### src/hw/isc_defines.svh
// constants: offsets, field positions, reset values, vectors and timing counts
`ifndef ISC_DEFINES_SVH
`define ISC_DEFINES_SVH
// register offsets on the plain register port
`define ISC_REG_SHIFT_MODE  4'h0
`define ISC_REG_STATUS      4'h4
// shift configuration register
`define ISC_SHIFT_MODE_RST  4'h0
`define ISC_SERIAL_SEL_BIT  3
// status register field positions
`define ISC_ST_TMR_BIT      0
`define ISC_ST_SHR_BIT      1
`define ISC_ST_EXT2_BIT     2
`define ISC_ST_IME_BIT      3
`define ISC_ST_HALT_BIT     4
`define ISC_ST_STOP_BIT     5
`define ISC_ST_BUSY_BIT     6
// vector addresses
`define ISC_VEC_TIMER       12'h010
`define ISC_VEC_SHARED      12'h020
`define ISC_VEC_EXT2        12'h030
`define ISC_VEC_RESET       12'h000
// test-and-clear flag selection codes
`define ISC_SEL_TMR         2'h0
`define ISC_SEL_SHR         2'h1
`define ISC_SEL_EXT2        2'h2
// serial byte length
`define ISC_BYTE_BITS       8
// oscillator stabilisation wait
`define ISC_CLK_PERIOD_NS   50
`define ISC_STAB_WAIT_NS    62500000
`define ISC_STAB_CYCLES ((`ISC_STAB_WAIT_NS + `ISC_CLK_PERIOD_NS - 1) / `ISC_CLK_PERIOD_NS)
`endif

### src/hw/isc_pkg.sv
// types shared by the interrupt and standby control block
package isc_pkg;
   typedef enum logic [2:0] {
      isc_st_idle = 3'b001,
      isc_st_save = 3'b010,
      isc_st_jump = 3'b100
   } isc_state_e;

   typedef struct packed {
      logic tmr;
      logic shr;
      logic ext2;
   } isc_flags_s;

   typedef struct packed {
      logic       boundary;
      logic       set_master_enable;
      logic       clear_master_enable;
      logic       halt_instr;
      logic       stop_instr;
      logic       shift_one_byte_instr;
      logic       test_and_clear_flag_instr;
      logic [1:0] test_sel;
   } isc_cpu_req_s;

   typedef struct packed {
      logic        save;
      logic        jump;
      logic        exec_start;
      logic [11:0] addr;
   } isc_vec_s;
endpackage

### src/hw/isc_serial_count.sv
// byte-transfer counter driving the serial clock pin
`timescale 1ns/1ns
`include "isc_defines.svh"
module isc_serial_count #(
   parameter int BITS = `ISC_BYTE_BITS
) (
   input  logic clk,
   input  logic rst_n,
   input  logic start,
   input  logic cpu_run,
   output logic sck_out,
   output logic busy,
   output logic done
);
   typedef struct packed {
      logic [2:0] cnt;
      logic       busy;
      logic       sck;
      logic       done;
   } isc_ser_s;

   isc_ser_s s_reg;
   isc_ser_s s_next;

   initial begin
      if (BITS != 8) $error("isc_serial_count: counter is 3 bits, BITS must be 8");
   end

   always_comb begin
      s_next      = s_reg;
      s_next.done = 1'b0;
      if (!s_reg.busy) begin
         s_next.busy = start;
         s_next.cnt  = 3'h0;
      // paused in halt
      end else if (cpu_run) begin
         if (s_reg.sck) begin
            s_next.sck = 1'b0;
         end else begin
            // count clock pulses
            s_next.sck = 1'b1;
            s_next.cnt = s_reg.cnt + 3'h1;
            // stop after eighth
            if (s_reg.cnt == 3'h7) begin
               s_next.busy = 1'b0;
               s_next.done = 1'b1;
            end
         end
      end
   end

   always_ff @(posedge clk or negedge rst_n) begin
      if (!rst_n) begin
         s_reg <= '{cnt: 3'h0, busy: 1'b0, sck: 1'b1, done: 1'b0};
      end else begin
         s_reg <= s_next;
      end
   end

   assign sck_out = s_reg.sck;
   assign busy    = s_reg.busy;
   assign done    = s_reg.done;
endmodule // isc_serial_count

### src/hw/isc_standby.sv
// halt and stop flip-flops with the oscillator stabilisation wait
`timescale 1ns/1ns
`include "isc_defines.svh"
module isc_standby #(
   parameter int STAB_CYCLES = `ISC_STAB_CYCLES,
   parameter int CW          = 21
) (
   input  logic clk,
   input  logic rst_n,
   input  logic halt_req,
   input  logic stop_req,
   input  logic pending,
   input  logic release_pulse,
   output logic halted,
   output logic stopped,
   output logic internal_reset_n,
   output logic exec_start
);
   typedef struct packed {
      logic          halt;
      logic          stop;
      logic          waiting;
      logic          start;
      logic [CW-1:0] cnt;
   } isc_sby_s;

   isc_sby_s s_reg;
   isc_sby_s s_next;

   initial begin
      if (STAB_CYCLES < 1 || STAB_CYCLES >= (1 << CW))
         $error("isc_standby: STAB_CYCLES does not fit the wait counter");
   end

   always_comb begin
      s_next       = s_reg;
      s_next.start = 1'b0;
      if (s_reg.waiting) begin
         // wait, then run
         if (s_reg.cnt == CW'(STAB_CYCLES - 1)) begin
            s_next.waiting = 1'b0;
            s_next.halt    = 1'b0;
            s_next.start   = 1'b1;
         end else begin
            s_next.cnt = s_reg.cnt + {{(CW-1){1'b0}}, 1'b1};
         end
      end else if (stop_req) begin
         // stop all clocks
         s_next.stop = 1'b1;
         s_next.halt = 1'b1;
      // refuse halt if pending
      // a flag landing in the halt cycle itself would otherwise leave the core asleep
      end else if (halt_req && !pending && !release_pulse) begin
         s_next.halt = 1'b1;
      // flag releases halt
      end else if (release_pulse && !s_reg.stop) begin
         s_next.halt = 1'b0;
      end
   end

   // reset enters halt, clears stop
   always_ff @(posedge clk or negedge rst_n) begin
      if (!rst_n) begin
         s_reg <= '{halt: 1'b1, stop: 1'b0, waiting: 1'b1, start: 1'b0, cnt: '0};
      end else begin
         s_reg <= s_next;
      end
   end

   assign halted           = s_reg.halt;
   assign stopped          = s_reg.stop;
   assign internal_reset_n = !s_reg.waiting;
   assign exec_start       = s_reg.start;
endmodule // isc_standby

### src/hw/isc_top.sv
// interrupt arbitration, vectoring and standby control top level
//
// How it works
// four sources: timer, port zero, serial, second
// vectors 16, 32 and 48
// timer first, shared second, second pin third
// port zero and serial share one flag
// select bit zero picks serial done
// 3-bit counter flags each finished byte
// shift instruction sends eight clocks, then high
// set, disable, push, jump, then clear flag
// entry takes two machine cycles
// all flags set, highest served, others wait
// test-and-clear polls and clears a flag
// halt stops only the cpu clock
// serial pauses in halt, cpu-clocked shift
// halt refused while any flag pending
// reset or new flag ends halt
// stop freezes all, only reset ends it
// reset enters halt, release starts wait
// after wait leave halt, run at zero
// memory kept, other registers undefined
// halt flip-flop cleared by release or reset; here reset sets it and the end of the wait clears it
// vector only while master enable set
// core acknowledges only at instruction boundaries
//
// Our own choices: the register addresses and the plain strobed port.
`timescale 1ns/1ns
`include "isc_defines.svh"
module isc_top #(
   parameter int STAB_CYCLES = `ISC_STAB_CYCLES
) (
   input  logic                  clk,
   input  logic                  rst_n,
   input  logic [3:0]            reg_addr,
   input  logic [7:0]            reg_wdata,
   input  logic                  reg_wr,
   input  logic                  reg_rd,
   output logic [7:0]            reg_rdata,
   input  logic                  timer_match_interrupt,
   input  logic                  port_zero_pin,
   input  logic                  second_ext_pin,
   input  isc_pkg::isc_cpu_req_s cpu_req,
   output isc_pkg::isc_vec_s     int_vec,
   output logic                  test_flag_hit,
   output logic                  cpu_clk_en,
   output logic                  sck_out,
   output logic                  halted,
   output logic                  stopped,
   output logic                  internal_reset_signal_n
);
   // ------------------------------------------------------------
   // state
   // ------------------------------------------------------------
   typedef struct packed {
      logic [1:0]           p0_sync;
      logic [1:0]           e2_sync;
      logic                 p0_prev;
      logic                 e2_prev;
      isc_pkg::isc_flags_s  flags;
      isc_pkg::isc_flags_s  serving;
      logic                 ime;
      isc_pkg::isc_state_e  state;
      logic                 mphase;
      logic                 phi;
      logic [3:0]           shift_mode;
      logic [7:0]           rdata;
      logic                 test_hit;
      isc_pkg::isc_vec_s    vec;
   } isc_main_s;

   isc_main_s s_reg;
   isc_main_s s_next;

   logic                serial_done;
   logic                serial_busy;
   logic                exec_start;
   logic                cpu_run;
   isc_pkg::isc_flags_s set_evt;
   isc_pkg::isc_flags_s clr_mask;
   logic                p0_rise;
   logic                e2_rise;
   logic                accept;

   // ------------------------------------------------------------
   // decode helpers
   // ------------------------------------------------------------
   function automatic isc_pkg::isc_flags_s pick(input isc_pkg::isc_flags_s f);
      isc_pkg::isc_flags_s r;
      r = '0;
      // fixed priority
      if (f.tmr) begin
         r.tmr = 1'b1;
      end else if (f.shr) begin
         r.shr = 1'b1;
      end else if (f.ext2) begin
         r.ext2 = 1'b1;
      end
      return r;
   endfunction

   function automatic logic [11:0] vec_of(input isc_pkg::isc_flags_s f);
      logic [11:0] a;
      a = `ISC_VEC_EXT2;
      // vector per source
      if (f.tmr) begin
         a = `ISC_VEC_TIMER;
      end else if (f.shr) begin
         a = `ISC_VEC_SHARED;
      end
      return a;
   endfunction

   function automatic isc_pkg::isc_flags_s sel_mask(input logic [1:0] sel);
      isc_pkg::isc_flags_s m;
      m      = '0;
      m.tmr  = (sel == `ISC_SEL_TMR);
      m.shr  = (sel == `ISC_SEL_SHR);
      m.ext2 = (sel == `ISC_SEL_EXT2);
      return m;
   endfunction

   // ------------------------------------------------------------
   // submodules
   // ------------------------------------------------------------
   // phi gated by halt only
   assign cpu_run = s_reg.phi && !halted;

   isc_serial_count #(
      .BITS (`ISC_BYTE_BITS)
   ) u_serial (
      .clk     (clk),
      .rst_n   (rst_n),
      .start   (cpu_req.shift_one_byte_instr && cpu_run),
      .cpu_run (cpu_run),
      .sck_out (sck_out),
      .busy    (serial_busy),
      .done    (serial_done)
   );

   isc_standby #(
      .STAB_CYCLES (STAB_CYCLES),
      .CW          (21)
   ) u_standby (
      .clk              (clk),
      .rst_n            (rst_n),
      .halt_req         (cpu_req.halt_instr && cpu_run),
      .stop_req         (cpu_req.stop_instr && cpu_run),
      .pending          (s_reg.flags != '0),
      .release_pulse    (set_evt != '0),
      .halted           (halted),
      .stopped          (stopped),
      .internal_reset_n (internal_reset_signal_n),
      .exec_start       (exec_start)
   );

   // ------------------------------------------------------------
   // request flags
   // ------------------------------------------------------------
   // pins are read only after the second synchroniser stage
   assign p0_rise = s_reg.p0_sync[1] && !s_reg.p0_prev;
   assign e2_rise = s_reg.e2_sync[1] && !s_reg.e2_prev;

   always_comb begin
      set_evt = '0;
      // four sources, none while stopped
      if (!stopped) begin
         set_evt.tmr  = timer_match_interrupt;
         // shared flag source
         set_evt.shr  = s_reg.shift_mode[`ISC_SERIAL_SEL_BIT] ? p0_rise : serial_done;
         set_evt.ext2 = e2_rise;
      end
   end

   always_comb begin
      clr_mask = '0;
      // test-and-clear
      if (cpu_req.test_and_clear_flag_instr && cpu_run) begin
         clr_mask = sel_mask(cpu_req.test_sel);
      end
      // serviced flag cleared last
      if (s_reg.state == isc_pkg::isc_st_jump && s_reg.mphase) begin
         clr_mask = isc_pkg::isc_flags_s'(clr_mask | s_reg.serving);
      end
   end

   // vector only with master enable
   assign accept = s_reg.state == isc_pkg::isc_st_idle && s_reg.ime && s_reg.flags != '0
                   && cpu_req.boundary && cpu_run;

   // ------------------------------------------------------------
   // next state
   // ------------------------------------------------------------
   always_comb begin
      s_next            = s_reg;
      s_next.p0_sync    = {s_reg.p0_sync[0], port_zero_pin};
      s_next.e2_sync    = {s_reg.e2_sync[0], second_ext_pin};
      s_next.p0_prev    = s_reg.p0_sync[1];
      s_next.e2_prev    = s_reg.e2_sync[1];
      s_next.phi        = stopped ? s_reg.phi : !s_reg.phi;
      s_next.rdata      = 8'h00;
      s_next.vec.exec_start = exec_start;
      // set wins over clear, all flags kept
      s_next.flags = isc_pkg::isc_flags_s'((s_reg.flags & ~clr_mask) | set_evt);
      if (cpu_req.test_and_clear_flag_instr && cpu_run) begin
         s_next.test_hit = |(s_reg.flags & sel_mask(cpu_req.test_sel));
      end
      if (cpu_req.set_master_enable && cpu_run) begin
         s_next.ime = 1'b1;
      end else if (cpu_req.clear_master_enable && cpu_run) begin
         s_next.ime = 1'b0;
      end
      // execution starts at zero
      if (exec_start) begin
         s_next.vec.addr = `ISC_VEC_RESET;
      end
      // two machine cycles of entry
      case (s_reg.state)
         isc_pkg::isc_st_idle: begin
            if (accept) begin
               s_next.ime     = 1'b0;
               s_next.serving = pick(s_reg.flags);
               s_next.state   = isc_pkg::isc_st_save;
               s_next.mphase  = 1'b0;
               s_next.vec.save = 1'b1;
            end
         end
         isc_pkg::isc_st_save: begin
            s_next.mphase = !s_reg.mphase;
            if (s_reg.mphase) begin
               s_next.state    = isc_pkg::isc_st_jump;
               s_next.vec.save = 1'b0;
               s_next.vec.jump = 1'b1;
               s_next.vec.addr = vec_of(s_reg.serving);
            end
         end
         isc_pkg::isc_st_jump: begin
            s_next.mphase = !s_reg.mphase;
            if (s_reg.mphase) begin
               s_next.state    = isc_pkg::isc_st_idle;
               s_next.vec.jump = 1'b0;
               s_next.serving  = '0;
            end
         end
         default: begin
            s_next.state    = isc_pkg::isc_st_idle;
            s_next.vec.save = 1'b0;
            s_next.vec.jump = 1'b0;
         end
      endcase
      // ------------------------------------------------------------
      // register port
      // ------------------------------------------------------------
      if (reg_wr && reg_addr == `ISC_REG_SHIFT_MODE) begin
         s_next.shift_mode = reg_wdata[3:0];
      end
      if (reg_rd) begin
         case (reg_addr)
            `ISC_REG_SHIFT_MODE: s_next.rdata = {4'h0, s_reg.shift_mode};
            `ISC_REG_STATUS: begin
               s_next.rdata[`ISC_ST_TMR_BIT]  = s_reg.flags.tmr;
               s_next.rdata[`ISC_ST_SHR_BIT]  = s_reg.flags.shr;
               s_next.rdata[`ISC_ST_EXT2_BIT] = s_reg.flags.ext2;
               s_next.rdata[`ISC_ST_IME_BIT]  = s_reg.ime;
               s_next.rdata[`ISC_ST_HALT_BIT] = halted;
               s_next.rdata[`ISC_ST_STOP_BIT] = stopped;
               s_next.rdata[`ISC_ST_BUSY_BIT] = serial_busy;
            end
            default: s_next.rdata = 8'h00;
         endcase
      end
   end

   // ------------------------------------------------------------
   // registers
   // ------------------------------------------------------------
   // only data memory survives, so everything here restarts
   always_ff @(posedge clk or negedge rst_n) begin
      if (!rst_n) begin
         s_reg <= '{p0_sync: 2'h0, e2_sync: 2'h0, p0_prev: 1'b0, e2_prev: 1'b0,
                    flags: '0, serving: '0, ime: 1'b0, state: isc_pkg::isc_st_idle,
                    mphase: 1'b0, phi: 1'b0, shift_mode: `ISC_SHIFT_MODE_RST,
                    rdata: 8'h00, test_hit: 1'b0, vec: '0};
      end else begin
         s_reg <= s_next;
      end
   end

   assign reg_rdata     = s_reg.rdata;
   assign int_vec       = s_reg.vec;
   assign test_flag_hit = s_reg.test_hit;
   assign cpu_clk_en    = cpu_run;
endmodule // isc_top

### config.mk
export PLATFORM = sky130hd
export DESIGN_NAME = isc_top
export DESIGN_NICKNAME = d
export VERILOG_FILES = /design/src/hw/isc_pkg.sv /design/src/hw/isc_serial_count.sv /design/src/hw/isc_standby.sv /design/src/hw/isc_top.sv
export VERILOG_INCLUDE_DIRS = /design/src /design/src/hw
export SDC_FILE = /design/constraint.sdc
export NUM_CORES = 1
export LEC_CHECK = 0
export BUFFER_PORTS_ARGS = -buffer_cell sky130_fd_sc_hd__clkbuf_2
export CORE_MARGIN = 2
export CORE_UTILIZATION = 48
export CTS_BUF_LIST = sky130_fd_sc_hd__clkbuf_8
export CTS_CLUSTER_SIZE = 10
export DETAILED_ROUTE_END_ITERATION = 10
export PLACE_DENSITY = 0.7
export SLEW_MARGIN = 20
export SYNTH_ARGS = -nofsm -noshare
export SYNTH_HDL_FRONTEND = slang
export SYNTH_SLANG_ARGS = --single-unit
### constraint.sdc
create_clock -name clk -period 1.8 [get_ports clk]
set_input_delay 0.27 -clock clk [delete_from_list [all_inputs] [get_ports clk]]
set_output_delay 0.27 -clock clk [all_outputs]
set_load 0.1 [all_outputs]
## After elaboration in Yosys (flattened, before gate mapping)

Cells that the tools add are included.

- Add/sub/neg operators: 2
- $mul: 0
- Divide/modulo/power cells: 0
- Order comparisons: 0
- Eq/ne operators: 14
- Shift operators: 0
- Mux-type cells: 47
- Bitwise gates (word level): 9
- Reductions and logical operators: 46

Operators with widths:

| kind | number |
|---|---|
| $mux 12 | 4 |
| $mux 23 | 1 |
| $add 21x1->21 const B | 1 |
| $eq 21x21->1 const B | 1 |
| $mux 21 | 1 |
| $mux 1 | 20 |
| $logic_and 1x1->1 | 18 |
| $mux 3 | 6 |
| $pmux 7 s2 | 1 |
| $ne 2x2->1 const B | 6 |
| $reduce_and 2->1 | 6 |
| $reduce_and 3->1 | 4 |
| $logic_not 1->1 | 9 |
| $pmux 3 s3 | 1 |
| $mux 4 | 2 |
| $mux 8 | 1 |
| $mux 7 | 1 |
| $and 3x3->3 | 2 |
| $eq 3x3->1 const B | 2 |
| $mux 2 | 3 |
| $mux 6 | 1 |
| $or 3x3->3 | 2 |
| $pmux 1 s3 | 2 |
| $pmux 3 s2 | 1 |
| 17 further kinds | 22 |

- Flip-flop bits (word level): 77
- Bits in latches: 0
- RAM bits: 0
- Memory bits (read-only): 0
- Bits of input ports: 28
- Output and inout port bits: 29
- Word-level logic and storage cells: 148
- Memories: 0

## Logic depth before layout (Yosys ltp)

- Depth in word-level cells: 10
- Gate-level depth with buffers: 5
- Gate-level depth less buffers: 5

## Hierarchy

A second synthesis with hierarchy kept.

- Cell total of the unflattened synthesis: 297
- Area, all modules: 3533.4 um2

Modules (own cells, without submodules):

| module | instances | cells an instance | area each (um2) | seq. area each (um2) |
|---|---|---|---|---|
| isc_top | 1 | 172 | 2069.5 | 1127.3 |
| isc_standby | 1 | 101 | 1182.4 | 628.1 |
| isc_serial_count | 1 | 24 | 281.5 | 151.4 |

## Worst setup path before layout

Ideal clock, no wire load.

- Kind: register -> register
- Start point: register u_standby.s_reg (netlist bit u_standby.halted)
- End point: register u_standby.s_reg (netlist bit u_standby.halted)
- Setup time: 0.083 ns
- Arrival: 1.894 ns
- Required time: 1.717 ns
- Slack: -0.177 ns
- Cell stages (with the launch flop): 5
- Path buffers: 0
- Period minus slack after synthesis: 1.977 ns
- Path through: dfstp_2 nand2b_1 inv_2 and3_1 a221o_1

- Cells in the longest elaborated chain, start to end: 8
- Elaborated cells between the ends (all ways): 11
- Classes of those cells: 3 x mux; 8 x reduce/logical

Ends and longest elaborated chain:

| element | line | RTL |
|---|---|---|
| start, declared | isc_standby.sv:27 | `isc_sby_s s_reg;` |
| start signal, assigned | isc_standby.sv:64 | `s_reg <= '{halt: 1'b1, stop: 1'b0, waiting: 1'b1, start: 1'b0, cnt: '0};` |
| start signal, assigned | isc_standby.sv:66 | `s_reg <= s_next;` |
| $logic_not 1->1 (*) | isc_top.sv:127 | `assign cpu_run = s_reg.phi && !halted;` |
| $logic_and 1x1->1 (*) | isc_top.sv:127 |  |
| named net cpu_clk_en | isc_top.sv:46 | `output logic cpu_clk_en,` |
| $logic_and 1x1->1 | isc_top.sv:147 | `.halt_req (cpu_req.halt_instr && cpu_run),` |
| $logic_and 1x1->1 (2 in series) | isc_standby.sv:53 | `end else if (halt_req && !pending && !release_pulse) begin` |
| $mux 1 | isc_standby.sv:53 |  |
| $mux 1 | isc_standby.sv:47 | `end else if (stop_req) begin` |
| $mux 1 | isc_standby.sv:38 | `if (s_reg.waiting) begin` |

Mark *: on every way through the listed nets, which the timed path passes. The rest lies on a longest branch.
A chain may end at the register's enable or synchronous reset.

## Worst setup path after layout

- Start point: register u_standby.s_reg (netlist bit u_standby.halted)
- End point: register s_reg[29] (netlist name)

- Cells in the longest elaborated chain, start to end: 5

Ends and longest elaborated chain:

| element | line | RTL |
|---|---|---|
| $logic_not 1->1 | isc_top.sv:127 |  |
| $logic_and 1x1->1 | isc_top.sv:127 |  |
| $logic_and 1x1->1 | isc_top.sv:189 | `&& cpu_req.boundary && cpu_run;` |
| $ne 2x2->1 (no source line) | -- |  |
| $reduce_and 2->1 (no source line) | -- |  |
| end signal, assigned | isc_top.sv:280 | `s_reg <= '{p0_sync: 2'h0, e2_sync: 2'h0, p0_prev: 1'b0, e2_prev: 1'b0,` |
| end signal, assigned | isc_top.sv:285 | `s_reg <= s_next;` |
| end, declared | isc_top.sv:72 | `isc_main_s s_reg;` |

No other way between the ends.

==> results.txt <==
Final std cell area, no fill: 4070 sq um
Post-synth EDFFs: 0
Worst EP arrival: 1970 ps
Reg2reg setup slack: 50 ps
Status: complete, no violations
Cell Rows: 30
Slew @ Worst Pin: 552 ps
CP endpoint kind: register
Startpoint Class: register
Area occupied by multi-input gates: 1350 sq um
DP Wirelength: 4.71 mm
Yosys warns: 0
Slew headroom: 0.633
CP Data Required Time: 2020 ps
RR Startpoint: u_standby.halted$_DFFE_PN1P_
Max Fclk: 571 MHz
Net Sw Power: 1.51 mW
Crit path kind: reg2reg
Setup crit end: s_reg[29]$_DFFE_PN0P_
CP Launch Point: u_standby.halted$_DFFE_PN1P_
Layout overhead on the synthesized area: 17.3%
Routed Wire Length: 6.52 mm
Worst-case clock buffer depth: 2
Core Util, Final: 0.589
Cts bufs inserted: 9
Post-Route Setup TNS: 0 ps
Primary FF master, synth: dfrtp_1
Crit path time final: 1750 ps
Internal: 3.22 mW
Net Sw Frac: 0.319
Clock-pin slew on the worst setup and hold paths: 80 ps
R2R cell count: 5
Hold Fails Final Rpt: 0
LEAKAGE: 1.96 nW
DR iter-0 viols: 125
Core box area: 6910 sq um
Chip Width: 89.0 um
Cell count of the worst hold path: 1
Placer Congestion: 0.842
Max reg flops: 22
Gate power share: 0.222
Final period utilization: 0.973
Ys async rst share: 1.00
Hold Crit Class: in2reg
Starting density of the core: 0.502
Slew Limit Fails: 0
Seq/Total Area, Yosys: 0.550
Fill cells: 620
Placed inst area: 3790 sq um
Syn Area/Cell: 11.3 sq um
Area contributors post-synth: dfrtp_1 (52%), buf_4 (5.0%), xnor2_1 (3.3%)
Crit Path Max Fanout: 11
Total Routing Usage GR: 0.185
IO buf count: 51
Vias in the first global route: 2369
Post-Syn Instances: 307
Count of boundary I/O pins: 57
Vias/cell: 5.22
Flip-flop and latch area: 1910 sq um
Layout cell share with drive strength beyond 1: 0.282
GRT overflow: 0
First-pass GRT wire length: 11.1 mm
CTS sink cnt: 76
Pre-antenna DRT Iters: 4
N_diodes: 0
Yosys reg bits: 76
DR WL/cell: 14.2 um
Power per cell area: 1160 nW/um^2
Top-area cell type share of the netlist area: 0.519
Register share of total power: 0.445
Clock Latency Late Sink: 340 ps
Clock network power share: 0.334
RR Endpoint: s_reg[29]$_DFFE_PN0P_
Clk root buf: clkbuf_8
DRC Markers: 0
Syn Nets: 338
Initial antenna violation count: 0
Final setup fails: 0
Max Cap Viol: 0
Vias: 2391
VDD IR-drop max: 0.509 mV
Fin nets: 388
Antenna Nets Post-Route: 0
DIE HEIGHT: 89.0 um
Synthesized area: 3470 sq um
Post-synth top area cell: dfrtp_1
CTS H-tree depth: 3
CTS tree: done
Die area: 7920 sq um
Synth unique cells: 53
Largest net degree at the start of global routing: 34
Setup Skew: 7.59 ps
## worst min-delay path by stage
stage / startpoint / to
after floorplan: rst_n / int_vec[0]$_DFF_PN0_
after global placement: rst_n / u_standby.s_reg[7]$_DFFE_PN0P_
after detailed placement: rst_n / u_standby.s_reg[5]$_DFFE_PN0P_
after CTS: port_zero_pin / s_next[45]$_DFF_PN0_
after global routing: port_zero_pin / s_next[45]$_DFF_PN0_
final: port_zero_pin / s_next[45]$_DFF_PN0_
## logic make-up after synthesis
family / Yosys count / share of synthesized area
AND/OR/NAND/NOR: 120 / 0.211
adder cells (fa/ha/maj): 3 / 0.0108
other: 1 / 0.00108
AO/OA/AOI/OAI: 36 / 0.0700
XOR/XNOR: 21 / 0.0530
flip-flops: 76 / 0.550
multiplexers: 13 / 0.0393
buffers and inverters: 37 / 0.0653
## power by group through the flow
stage / clock (mW) / sequential (mW) / combinational [mW]
6_report: 1.58 / 2.10 / 1.05
5_1_grt: 1.70 / 2.13 / 1.14
4_1_cts: 1.61 / 2.10 / 1.04
3_5_place_dp: 0 / 2.12 / 1.03
3_3_place_gp: 0 / 2.11 / 1.01
2_1_floorplan: 0 / 2.31 / 0.517
## cells in the mapped netlist (2+ instances only)
cell type,n
a22oi_1,2
mux2i_1,8
buf_4,23
a21oi_1,9
o21ai_0,8
dfstp_2,4
o31ai_1,3
nand3b_1,4
and4_1,5
nor2_1,21
nor3b_1,2
and2_1,12
xor2_1,8
xnor2_1,13
ha_1,3
nand2_1,24
and3_1,6
nor3_1,4
nand4_1,6
clkbuf_1,3
nand3_1,8
mux2_2,4
nand2b_1,4
a21boi_0,2
dfrtp_1,72
or2_1,2
a31oi_1,3
inv_1,9
nand4_2,3
o311ai_0,3
nor2b_1,6
nor4_2,2
## per-layer routing
metal | routed length, um | track usage
met4 | 111 | 0.0855
met5 | 0 | 0
met3 | 276 | 0.0369
met2 | 3070 | 0.292
met1 | 3060 | 0.248
## layout by cell type, fill, tap and decap left out, types with 9 or more instances in the layout
cell and count:
dfrtp_1 72, clkbuf_2 48, nand2_1 24, nor2_1 21, buf_4 15, xnor2_1 13
and2_1 12, clkbuf_8 10, inv_1 9, a21oi_1 9
## stage by stage
| step | cells | setup slack [ps] | hold slack, ps | power (mW) |
|---|---|---|---|---|
| floorplan | 307 | 15.0 | -25.6 | 2.83 |
| global placement | 440 | 128 | 202 | 3.12 |
| detailed placement | 440 | 100 | 206 | 3.15 |
| CTS | 457 | 33.4 | 12.6 | 4.75 |
| global route | 458 | -2.35 | 20.3 | 4.96 |
| finish | 458 | 47.9 | 26.7 | 4.73 |
## critical path, cell delays in order, from the launching register on
cell and delay, ps:
dfstp_4 640, nand2b_4 130, nor4b_2 40, buf_4 170
or3_1 310, a222oi_1 340
## layout make-up
type	count	area share
clock buffer	10	0.0338
clock inverter	6	0.0274
inverter	10	0.00983
multi-input combinational	194	0.331
sequential	76	0.469
tap	96	0.0295
timing repair buffer	66	0.0990
## timing repair
action / in CTS / in global routing
hold buffers: 1 / 0
setup endpoints to repair: 1 / 2
gates resized for setup: 1 / 1
hold endpoints to repair: 22 / 0
setup buffers: 0 / 1
(Power assumes the default switching activity.)
